===== src/pkg/apf_regs.vh =====
/*
  Constants for the paged advanced-feature register bank: window
  registers of the main map, page-0 offsets, reset values, field positions
  and timing figures.
  Assumes it is included by bare name from the design files.
*/
`ifndef APF_REGS_VH
`define APF_REGS_VH

// Window registers in the main map
`define APF_PAGE_SEL_ADDR      8'h02
`define APF_PAGE_ADDRESS_ADDR  8'h08
`define APF_PAGE_VALUE_ADDR    8'h09
`define APF_CONTROL_FOUR_ADDR  8'h13
`define APF_PAGE_RW_ADDR       8'h17
`define APF_EXT_GATE_ADDR      8'h3f

// Field positions in the main map
`define APF_PAGE_SEL_MSB       7
`define APF_PAGE_SEL_LSB       4
`define APF_PAGE_ZERO          4'h0
`define APF_PAGE_READ_BIT      5
`define APF_PAGE_WRITE_BIT     6
`define APF_EXT_ENABLE_BIT     7
`define APF_ONCHIP_EN_BIT      4

// Page-0 register offsets
`define APF_LC_LIMIT_L_ADDR    8'h54
`define APF_LC_LIMIT_H_ADDR    8'h55
`define APF_PROG_COUNT_ADDR    8'h56
`define APF_PROG_BASE_L_ADDR   8'h58
`define APF_PROG_BASE_H_ADDR   8'h59
`define APF_STEP_OPT_ADDR      8'h5d
`define APF_STEP_DEB_ADDR      8'h5e
`define APF_STEP_WIN_L_ADDR    8'haa
`define APF_STEP_WIN_H_ADDR    8'hab
`define APF_GAIN_L_ADDR        8'hb6
`define APF_GAIN_H_ADDR        8'hb7
`define APF_POWER_TUNE_ADDR    8'hd2

// Reset values
`define APF_ZERO_RST           8'h00
`define APF_STEP_DEB_RST       8'h0a
`define APF_GAIN_L_RST         8'hd1
`define APF_GAIN_H_RST         8'h19

// Step option fields
`define APF_CARRY_COUNT_BIT    3
`define APF_FALSE_STEP_BIT     2
`define APF_STEP_OPT_MASK      8'h0c

// Power tuning fields
`define APF_DUR_MSB            7
`define APF_DUR_LSB            4
`define APF_WIN_MSB            3
`define APF_WIN_LSB            0

// Timing: delta-time period unit in microseconds
`define APF_STEP_WIN_UNIT_US   32'h0000_0a00
`define APF_STEP_COUNT_LIMIT   17'h1_0000

`endif


===== src/rtl/apf_page_bank.v =====
/*
  Paged advanced-feature register bank (page 0) with its indirect access
  window, plus the configuration-driven step event qualification.
  Assumes the host register interface presents one-cycle reg_wr / reg_rd
  strobes with an 8-bit address and data on ref_clk, and that step and
  classifier signals come from same-clock engine logic.
*/
// Overview of operation
// [RULE_01] Page 0 mapped only when page select zero
// [RULE_02] Bank loaded on enable; locked while disabled
// [RULE_03] Host writes: access, write mode, page, address, value
// [RULE_04] Read mode plus address returns addressed byte
// [RULE_05] Host sets modes once, clears at end
// [RULE_06] Page address advances after each value access
// [RULE_07] 16-bit long counter limit from byte pair
// [RULE_08] Host keeps program count at most eight
// [RULE_09] Host keeps program base above first address
// [RULE_10] Carry option: step interrupt only on overflow
// [RULE_11] False step filter needs classifier enabled
// [RULE_12] Count increments after debounce steps; default ten
// [RULE_13] Delta period is 16 bits, 2.56 ms units
// [RULE_14] Gain pair is sign, exponent, fraction
// [RULE_15] Gain also feeds state machine and classifier
// [RULE_16] Gain resets to temperature sensor value
// [RULE_17] Duration threshold is ODR times field over sixteen
// [RULE_18] Window count is field times sixteen
// [RULE_19] Host never writes reserved or calibration bytes
// [RULE_20] Calibration contents restored at every power-up
// [RULE_21] Host writes zero to unused option bits
// [RULE_22] Nonzero period holds increment flag low
// [RULE_23] Overflow flag set once count reaches 2^16
// [RULE_24] Value access without mode changes nothing
`timescale 1ns/100ps
`default_nettype none
`include "apf_regs.vh"

module apf_page_bank (
  input  wire        ref_clk,
  input  wire        nrst,
  input  wire        reg_wr,
  input  wire        reg_rd,
  input  wire [7:0]  reg_addr,
  input  wire [7:0]  reg_wdata,
  output reg  [7:0]  reg_rdata,
  input  wire        classifier_after_enable,
  input  wire        classifier_before_enable,
  input  wire        step_recognised,
  input  wire        step_overflow_event,
  input  wire [16:0] step_total,
  output wire [15:0] long_counter_limit,
  output wire [7:0]  program_total,
  output wire [15:0] program_base,
  output wire [15:0] step_window_period,
  output wire [31:0] step_window_period_us,
  output wire        false_step_filter,
  output wire        conversion_gain_sign,
  output wire [4:0]  conversion_gain_exp,
  output wire [9:0]  conversion_gain_frac,
  output wire [15:0] conversion_gain,
  output wire [3:0]  power_saving_duration,
  output wire [7:0]  power_saving_dur_x16,
  output wire [7:0]  power_saving_windows,
  output reg         step_count_inc,
  output reg         step_irq,
  output reg         step_increment_flag,
  output wire        step_overflow_flag,
  output wire        bank_ready
);

  ////////////////////////////////////////////////////////////////////////
  // Window control registers

  reg  [3:0] page_sel;           // Selected page
  reg  [7:0] page_addr;          // Auto-incrementing page address
  reg        page_read;          // Read mode
  reg        page_write;         // Write mode
  reg        extended_map_enable; // Host gate to the embedded map
  reg        onchip_processing_enable; // Embedded functions on
  reg        onchip_q;           // Enable one cycle ago, for load edge
  reg  [7:0] step_deb_cnt;       // Recognised steps since last count
  reg  [7:0] read_byte;          // Paged read mux

  wire [7:0]  bytes [0:11];      // Bank storage outputs
  wire [11:0] hit;               // One-hot offset decode
  wire        bank_load;         // Reload pulse on enable rising edge
  wire        value_wr;
  wire        value_rd;
  wire        paged_ok;
  integer     i;

  // Page 0 reachable only with gate, page zero and functions enabled
  assign paged_ok = extended_map_enable && (page_sel == `APF_PAGE_ZERO) // RULE_01
                    && onchip_processing_enable; // RULE_02
  assign bank_ready = paged_ok;
  assign value_wr = reg_wr && (reg_addr == `APF_PAGE_VALUE_ADDR);
  assign value_rd = reg_rd && (reg_addr == `APF_PAGE_VALUE_ADDR);
  // Contents reloaded when embedded functions switch on
  assign bank_load = onchip_processing_enable && !onchip_q; // RULE_02 RULE_20

  ////////////////////////////////////////////////////////////////////////
  // Main-map window registers

  // Host writes to the window and control registers
  always @(posedge ref_clk or negedge nrst) begin
    if (!nrst) begin
      page_sel                 <= 4'h0;
      page_addr                <= 8'h00;
      page_read                <= 1'b0;
      page_write               <= 1'b0;
      extended_map_enable      <= 1'b0;
      onchip_processing_enable <= 1'b0;
      onchip_q                 <= 1'b0;
    end else begin
      onchip_q <= onchip_processing_enable;
      if (reg_wr) begin
        case (reg_addr)
          `APF_PAGE_SEL_ADDR: begin
            page_sel <= reg_wdata[`APF_PAGE_SEL_MSB:`APF_PAGE_SEL_LSB];
          end
          `APF_PAGE_ADDRESS_ADDR: begin
            page_addr <= reg_wdata;
          end
          `APF_PAGE_RW_ADDR: begin
            page_read  <= reg_wdata[`APF_PAGE_READ_BIT];
            page_write <= reg_wdata[`APF_PAGE_WRITE_BIT];
          end
          `APF_EXT_GATE_ADDR: begin
            extended_map_enable <= reg_wdata[`APF_EXT_ENABLE_BIT];
          end
          `APF_CONTROL_FOUR_ADDR: begin
            onchip_processing_enable <= reg_wdata[`APF_ONCHIP_EN_BIT];
          end
          default: begin
          end
        endcase
      end
      // Advance only on a moded value access; idle accesses leave it
      if (paged_ok && ((value_wr && page_write) || (value_rd && page_read))) begin
        page_addr <= page_addr + 8'h01; // RULE_06 RULE_24
      end
    end
  end

  ////////////////////////////////////////////////////////////////////////
  // Page-0 storage

  assign hit[0]  = (page_addr == `APF_LC_LIMIT_L_ADDR);
  assign hit[1]  = (page_addr == `APF_LC_LIMIT_H_ADDR);
  assign hit[2]  = (page_addr == `APF_PROG_COUNT_ADDR);
  assign hit[3]  = (page_addr == `APF_PROG_BASE_L_ADDR);
  assign hit[4]  = (page_addr == `APF_PROG_BASE_H_ADDR);
  assign hit[5]  = (page_addr == `APF_STEP_OPT_ADDR);
  assign hit[6]  = (page_addr == `APF_STEP_DEB_ADDR);
  assign hit[7]  = (page_addr == `APF_STEP_WIN_L_ADDR);
  assign hit[8]  = (page_addr == `APF_STEP_WIN_H_ADDR);
  assign hit[9]  = (page_addr == `APF_GAIN_L_ADDR);
  assign hit[10] = (page_addr == `APF_GAIN_H_ADDR);
  assign hit[11] = (page_addr == `APF_POWER_TUNE_ADDR);

  // Store only in write mode on an open page; unmapped offsets ignored
  wire bank_wr = paged_ok && page_write && value_wr; // RULE_04 RULE_24

  apf_byte_reg #(.RST_VAL(`APF_ZERO_RST)) u_lc_l (
    .ref_clk(ref_clk), .nrst(nrst), .reload(bank_load),
    .wr_en(bank_wr && hit[0]), .wr_data(reg_wdata), .value(bytes[0]));
  apf_byte_reg #(.RST_VAL(`APF_ZERO_RST)) u_lc_h (
    .ref_clk(ref_clk), .nrst(nrst), .reload(bank_load),
    .wr_en(bank_wr && hit[1]), .wr_data(reg_wdata), .value(bytes[1]));
  apf_byte_reg #(.RST_VAL(`APF_ZERO_RST)) u_prog_cnt (
    .ref_clk(ref_clk), .nrst(nrst), .reload(bank_load),
    .wr_en(bank_wr && hit[2]), .wr_data(reg_wdata), .value(bytes[2]));
  apf_byte_reg #(.RST_VAL(`APF_ZERO_RST)) u_base_l (
    .ref_clk(ref_clk), .nrst(nrst), .reload(bank_load),
    .wr_en(bank_wr && hit[3]), .wr_data(reg_wdata), .value(bytes[3]));
  apf_byte_reg #(.RST_VAL(`APF_ZERO_RST)) u_base_h (
    .ref_clk(ref_clk), .nrst(nrst), .reload(bank_load),
    .wr_en(bank_wr && hit[4]), .wr_data(reg_wdata), .value(bytes[4]));
  apf_byte_reg #(.RST_VAL(`APF_ZERO_RST)) u_step_opt (
    .ref_clk(ref_clk), .nrst(nrst), .reload(bank_load),
    .wr_en(bank_wr && hit[5]), .wr_data(reg_wdata), .value(bytes[5]));
  apf_byte_reg #(.RST_VAL(`APF_STEP_DEB_RST)) u_step_deb ( // RULE_12
    .ref_clk(ref_clk), .nrst(nrst), .reload(bank_load),
    .wr_en(bank_wr && hit[6]), .wr_data(reg_wdata), .value(bytes[6]));
  apf_byte_reg #(.RST_VAL(`APF_ZERO_RST)) u_win_l (
    .ref_clk(ref_clk), .nrst(nrst), .reload(bank_load),
    .wr_en(bank_wr && hit[7]), .wr_data(reg_wdata), .value(bytes[7]));
  apf_byte_reg #(.RST_VAL(`APF_ZERO_RST)) u_win_h (
    .ref_clk(ref_clk), .nrst(nrst), .reload(bank_load),
    .wr_en(bank_wr && hit[8]), .wr_data(reg_wdata), .value(bytes[8]));
  apf_byte_reg #(.RST_VAL(`APF_GAIN_L_RST)) u_gain_l ( // RULE_16
    .ref_clk(ref_clk), .nrst(nrst), .reload(bank_load),
    .wr_en(bank_wr && hit[9]), .wr_data(reg_wdata), .value(bytes[9]));
  apf_byte_reg #(.RST_VAL(`APF_GAIN_H_RST)) u_gain_h ( // RULE_16
    .ref_clk(ref_clk), .nrst(nrst), .reload(bank_load),
    .wr_en(bank_wr && hit[10]), .wr_data(reg_wdata), .value(bytes[10]));
  apf_byte_reg #(.RST_VAL(`APF_ZERO_RST)) u_power (
    .ref_clk(ref_clk), .nrst(nrst), .reload(bank_load),
    .wr_en(bank_wr && hit[11]), .wr_data(reg_wdata), .value(bytes[11]));

  ////////////////////////////////////////////////////////////////////////
  // Register readback

  // Paged byte select; unmapped offsets read zero
  always @* begin
    read_byte = 8'h00;
    for (i = 0; i < 12; i = i + 1) begin
      if (hit[i]) begin
        read_byte = bytes[i];
      end
    end
  end

  // Read data registered on the read strobe, one cycle latency
  always @(posedge ref_clk or negedge nrst) begin
    if (!nrst) begin
      reg_rdata <= 8'h00;
    end else if (reg_rd) begin
      case (reg_addr)
        `APF_PAGE_SEL_ADDR: begin
          reg_rdata <= {page_sel, 4'h0};
        end
        `APF_PAGE_ADDRESS_ADDR: begin
          reg_rdata <= page_addr;
        end
        `APF_PAGE_VALUE_ADDR: begin
          // Only a read-mode access on an open page returns bank data
          reg_rdata <= (paged_ok && page_read) ? read_byte : 8'h00; // RULE_04
        end
        `APF_PAGE_RW_ADDR: begin
          reg_rdata <= {1'b0, page_write, page_read, 5'h00};
        end
        `APF_EXT_GATE_ADDR: begin
          reg_rdata <= {extended_map_enable, 7'h00};
        end
        `APF_CONTROL_FOUR_ADDR: begin
          reg_rdata <= {3'h0, onchip_processing_enable, 4'h0};
        end
        default: begin
          reg_rdata <= 8'h00;
        end
      endcase
    end
  end

  ////////////////////////////////////////////////////////////////////////
  // Decoded configuration

  assign long_counter_limit = {bytes[1], bytes[0]}; // RULE_07
  assign program_total      = bytes[2];
  assign program_base       = {bytes[4], bytes[3]};
  assign step_window_period = {bytes[8], bytes[7]}; // RULE_13
  // Period in microseconds; 16 x 12 bits fits 32 with margin
  assign step_window_period_us = {16'h0000, step_window_period} *
                                 `APF_STEP_WIN_UNIT_US; // RULE_13
  // Filter bit is dead unless a classifier position is on
  assign false_step_filter = bytes[5][`APF_FALSE_STEP_BIT] &&
      (classifier_after_enable || classifier_before_enable); // RULE_11
  assign conversion_gain      = {bytes[10], bytes[9]}; // RULE_15
  assign conversion_gain_sign = conversion_gain[15]; // RULE_14
  assign conversion_gain_exp  = conversion_gain[14:10]; // RULE_14
  assign conversion_gain_frac = conversion_gain[9:0]; // RULE_14
  assign power_saving_duration = bytes[11][`APF_DUR_MSB:`APF_DUR_LSB];
  // Duration in sixteenths of one ODR period
  assign power_saving_dur_x16 = {4'h0, power_saving_duration}; // RULE_17
  assign power_saving_windows = {bytes[11][`APF_WIN_MSB:`APF_WIN_LSB], 4'h0}; // RULE_18
  assign step_overflow_flag = (step_total >= `APF_STEP_COUNT_LIMIT); // RULE_23

  ////////////////////////////////////////////////////////////////////////
  // Step qualification

  // Debounce recognised steps, then gate flag by period and interrupt by carry option
  always @(posedge ref_clk or negedge nrst) begin
    if (!nrst) begin
      step_deb_cnt        <= 8'h00;
      step_count_inc      <= 1'b0;
      step_irq            <= 1'b0;
      step_increment_flag <= 1'b0;
    end else begin
      step_count_inc <= 1'b0;
      if (step_recognised) begin
        if (step_deb_cnt + 8'h01 >= bytes[6]) begin
          step_count_inc <= 1'b1; // RULE_12
          step_deb_cnt   <= 8'h00;
        end else begin
          step_deb_cnt <= step_deb_cnt + 8'h01;
        end
      end
      // A nonzero period keeps the increment flag low
      step_increment_flag <= step_count_inc &&
                             (step_window_period == 16'h0000); // RULE_22
      // Carry option suppresses the interrupt on ordinary increments
      if (bytes[5][`APF_CARRY_COUNT_BIT]) begin
        step_irq <= step_overflow_event; // RULE_10
      end else begin
        step_irq <= step_count_inc || step_overflow_event;
      end
    end
  end

endmodule

`default_nettype wire


===== src/rtl/apf_byte_reg.v =====
/*
  One 8-bit configuration byte of the page-0 bank with its reset value
  and a boot reload strobe that restores the calibrated value.
  Assumes write and reload strobes come from the same clock domain.
*/
`timescale 1ns/100ps
`default_nettype none

module apf_byte_reg #(
  parameter [7:0] RST_VAL = 8'h00 // Power-up and boot value
) (
  input  wire       ref_clk,
  input  wire       nrst,
  input  wire       reload,
  input  wire       wr_en,
  input  wire [7:0] wr_data,
  output reg  [7:0] value
);

  // Boot reload outranks a host write in the same cycle
  always @(posedge ref_clk or negedge nrst) begin
    if (!nrst) begin
      value <= RST_VAL;
    end else if (reload) begin
      value <= RST_VAL;
    end else if (wr_en) begin
      value <= wr_data;
    end
  end

endmodule

`default_nettype wire


===== config.mk =====
export PLATFORM = sky130hd
export DESIGN_NAME = apf_page_bank
export DESIGN_NICKNAME = d
export VERILOG_FILES = /design/src/rtl/apf_page_bank.v /design/src/rtl/apf_byte_reg.v
export VERILOG_INCLUDE_DIRS = /design/src /design/src/pkg
export SDC_FILE = /design/constraint.sdc
export NUM_CORES = 1
export LEC_CHECK = 0
export BUFFER_PORTS_ARGS = -buffer_cell sky130_fd_sc_hd__buf_2
export CELL_PAD_IN_SITES_DETAIL_PLACEMENT = 1
export CELL_PAD_IN_SITES_GLOBAL_PLACEMENT = 2
export CORE_MARGIN = 2
export CORE_UTILIZATION = 36
export CTS_CLUSTER_SIZE = 40
export DETAILED_ROUTE_END_ITERATION = 7
export GPL_TIMING_DRIVEN = 0
export PLACE_DENSITY_LB_ADDON = 0.1
export SLEW_MARGIN = 30
export SYNTH_ARGS = -nofsm -noshare
export SYNTH_HDL_FRONTEND = slang
export SYNTH_HIERARCHICAL = 1
export SYNTH_SLANG_ARGS = --single-unit

===== constraint.sdc =====
create_clock -name ref_clk -period 4.3 [get_ports ref_clk]
set_clock_uncertainty 0.1 [all_clocks]
set_input_delay 0 -clock ref_clk [delete_from_list [all_inputs] [get_ports ref_clk]]
set_output_delay 0 -clock ref_clk [all_outputs]
set_load 0.01 [all_outputs]

==> key figures <==
STA
  – Setup TNS: 0 ns
  – Fin Hold WS: -0.01785 ns
  – Fin. max-slew vios: 0
  – RSZ-0062 raised after global routing: no
  – Max_slew headroom: 0.4913
  – Final hold violation count: 1
  – Worst Tran Pin Value: around 0.76 ns
  – Final number of setup-violating endpoints: 0
  – Minimum clock period: ~3.3 ns
  – Final period util: 0.7781
  – Peak Freq: 0.2989 GHz

Floorplan
  – # rows: 56
  – I/O pin count: 195
  – Initial core utilization: 0.3661
  – Die H: roughly 160 µm
  – Core Area: between 20000 and 25000 µm²
  – Chip Width: between 150 and 200 µm
  – Die area: 25050 µm²

Critical path
  – Startpoint Class: register
  – FF-to-FF Start: page_addr[0]$_DFFE_PN0P_
  – Worst Reg2Reg Path Length in Cells: 8
  – Critical Path Sink Type: primary output
  – Crit path arrival time: ~3.3 ns
  – Worst flop-to-flop path endpoint: reg_rdata[6]$_DFFE_PN0P_
  – FF-to-FF setup slack: approximately 1.3 ns
  – Critical path class: reg2out
  – CP Data Required Time: between 4 and 5 ns
  – Worst-path fanout max: 6

Worst hold path
  – Hold path start: reg_wdata[0]
  – Hold depth: 3
  – Worst hold path type: in2reg
  – Hold EP: page_addr[0]$_DFFE_PN0P_

CTS
  – CTS Buf Count: 17
  – CTS Sinks: 132
  – Post-CTS Resized: 0
  – Root Driver: clkbuf_16
  – Max clock buf depth: 2
  – CTS Hold Buffers Added: 12
  – H-tree depth: 4
  – Post-CTS Setup Repair Bufs: 0
  – CTS tree: done
  – Clock-pin slew on the worst setup and hold paths: approximately 0.060 ns
  – Later-pin clock latency in the skew report: about 0.43 ns

Route
  – Routed WL: 30500 µm
  – WL/cell: about 21 µm
  – DR iter-0 viols: 460
  – Met3 wire len: between 1000 and 1500 µm
  – Post-Route M1 WL: about 14000 µm
  – First-pass iteration count of the detailed router: 5
  – Antenna viol nets, final: 0
  – Drt via density: roughly 5.4
  – Vias after detailed routing: ~7800
  – Drt drc: 0
  – Met2 routed WL: roughly 14000 µm
  – Max layer used: met4

Cells and area
  – Proportion of layout cells with a drive suffix above 1: 0.2604
  – Area delta synth->final: 23.58%
  – # diodes: 0
  – Non-Filler Instances: 1444
  – Final net count: 1195

Synth
  – YS warnings: 6
  – Netlist cell types: 79
  – Mean Syn Cell Area: approximately 9.5 µm²
  – Register area share after synthesis: 0.3868
  – Synth async-reset ratio: 1.000
  – Number of flops mapped to enable cells by yosys: 0
  – Mapped cell area: 8568 µm²
  – Most frequent cells after synthesis: nor2_1, dfrtp_1, mux2i_1, buf_4, nand2_1
  – Top_reg_cell synth: dfrtp_1
  – Post-synth top area share: 0.3592
  – Synth area leaders: dfrtp_1, mux2i_1, ha_1
  – Post-synth top area cell: dfrtp_1
  – Synthesized instance count: about 900
  – Yosys reg bits: between 100 and 150
  – Top-count cell post-synth: nor2_1

Run status
  – Outcome: finished, violations left
  – Failing checks: hold timing

Global routing
  – GRT Util Overall: 0.2487
  – GR Overflow Total: 0
  – Largest net degree at the start of global routing: 70
  – Antenna violations before repair: 0
  – Wire length of the first global-routing pass: between 40000 and 50000 µm
  – Vias in the first global route: approximately 8000

Power
  – Worst vdd ir: 0.0002346 V
  – Power Dens Cells: 329.9 nW/µm²
  – P_leak: between 5 and 6 nW

Place
  – Placed insts: between 1000 and 1500
  – RePlAce Congestion: between 0.8 and 0.9
  – Port Buffers: 155
  – HPWL Detailed: ~22000 µm

Flow run
  – Max-cap violations: 0
-- worst max-delay path, cell delays in order (launching register included) --
cell	delay [ns]
dfrtp_1	0.46
ha_1	0.33
ha_1	0.22
fa_1	0.48
a211o_1	0.28
o211ai_1	0.20
a221o_1	0.29
a31oi_1	0.16
mux2i_1	0.18
nand2_1	0.06
buf_2	0.14
-- worst max path at each step --
stage                                  from                            end  slack [ns]  cells after the start
2_1_floorplan  u_win_l/value[1]$_DFFE_PN0P_      step_window_period_us[26]        1.81                      9
3_3_place_gp                           nrst  u_base_h/value[0]$_DFFE_PN0P_        1.11                      1
3_5_place_dp       page_addr[0]$_DFFE_PN0P_       reg_rdata[6]$_DFFE_PN0P_        1.43                      8
4_1_cts        u_win_l/value[1]$_DFFE_PN0P_      step_window_period_us[26]        0.96                     10
5_1_grt        u_win_l/value[3]$_DFFE_PN0P_      step_window_period_us[26]        0.75                     10
6_report       u_win_l/value[1]$_DFFE_PN0P_      step_window_period_us[26]        0.95                     10
-- per-layer routing --
| layer | track usage | up-vias |
|---|---|---|
| li1 | - | 3625 |
| met1 | 0.3458 | 3889 |
| met2 | 0.3979 | 237 |
| met3 | 0.04736 | 41 |
| met4 | 0.06650 | 0 |
| met5 | 0 | - |
-- sequential cells by signal, summed over array words and instances, names as in the netlist, 8 cells and up --
register	count
u_step_deb/value	8
u_base_h/value	8
u_win_l/value	8
u_lc_l/value	8
u_step_opt/value	8
reg_rdata	8
u_gain_h/value	8
step_deb_cnt	8
u_win_h/value	8
page_addr	8
u_power/value	8
u_lc_h/value	8
u_gain_l/value	8
u_prog_cnt/value	8
u_base_l/value	8
-- final cells by class --
cell class              instances  area, µm²
inverters                      32      120.1
clock inverters                15      170.2
multi-input cells             668       4601
well taps                     319      399.1
clock buffers                  17      425.4
fillers                      2793      12810
repair buffers                169      948.4
plain buffers                  92      610.6
flip-flops and latches        132       3314
-- cells in the final DEF (no fill, tap or decap), types with 8 or more instances in the layout --
cell,count
a221oi_1,10
nand2b_1,12
nor2b_1,15
clkbuf_1,17
dfstp_2,9
inv_1,32
mux2i_1,89
xnor2_1,12
a31oi_1,16
a211o_1,8
nor2_1,130
clkbuf_16,17
dfrtp_1,123
buf_6,12
buf_1,9
a21oi_1,26
nand3_1,21
conb_1,21
dlygate4sd3_1,12
buf_2,164
a22oi_1,9
ha_1,41
o21ai_0,19
nor3_1,27
o22ai_1,17
nand2_1,42
buf_4,43
-- metrics by stage --
step / utilization / instance area, µm² / total power, mW / setup WS [ns]
final: 0.4525 / 10590 / 3.494 / 0.9543
after global routing: 0.4525 / 10590 / 3.639 / 0.7477
after CTS: 0.4525 / 10590 / 3.520 / 0.9622
after floorplan: - / 8643 / 1.757 / 1.812
after global placement: 0.4195 / 9818 / 1.984 / 1.114
after detailed placement: 0.4219 / 9873 / 2.002 / 1.430
-- logic make-up after synthesis --
| group | after synthesis | share of synthesized area |
|---|---|---|
| fa+ha+maj | 42 | 0.06221 |
| buf+inv | 124 | 0.08528 |
| simple gates | 313 | 0.1871 |
| xor+xnor | 16 | 0.01635 |
| other cells | 1 | 0.0004377 |
| flops | 132 | 0.3868 |
| compound gates | 181 | 0.1500 |
| mux | 95 | 0.1119 |
-- where the power goes --
part | switching, mW | internal, mW | leakage [nW]
registers | 0.0870 | 1.34 | 1.80
clock network | 0.638 | 0.869 | 0.287
logic | 0.307 | 0.254 | 3.06
total | 1.03 | 2.46 | 5.15
No activity file was read; power rests on OpenSTA's default activity.
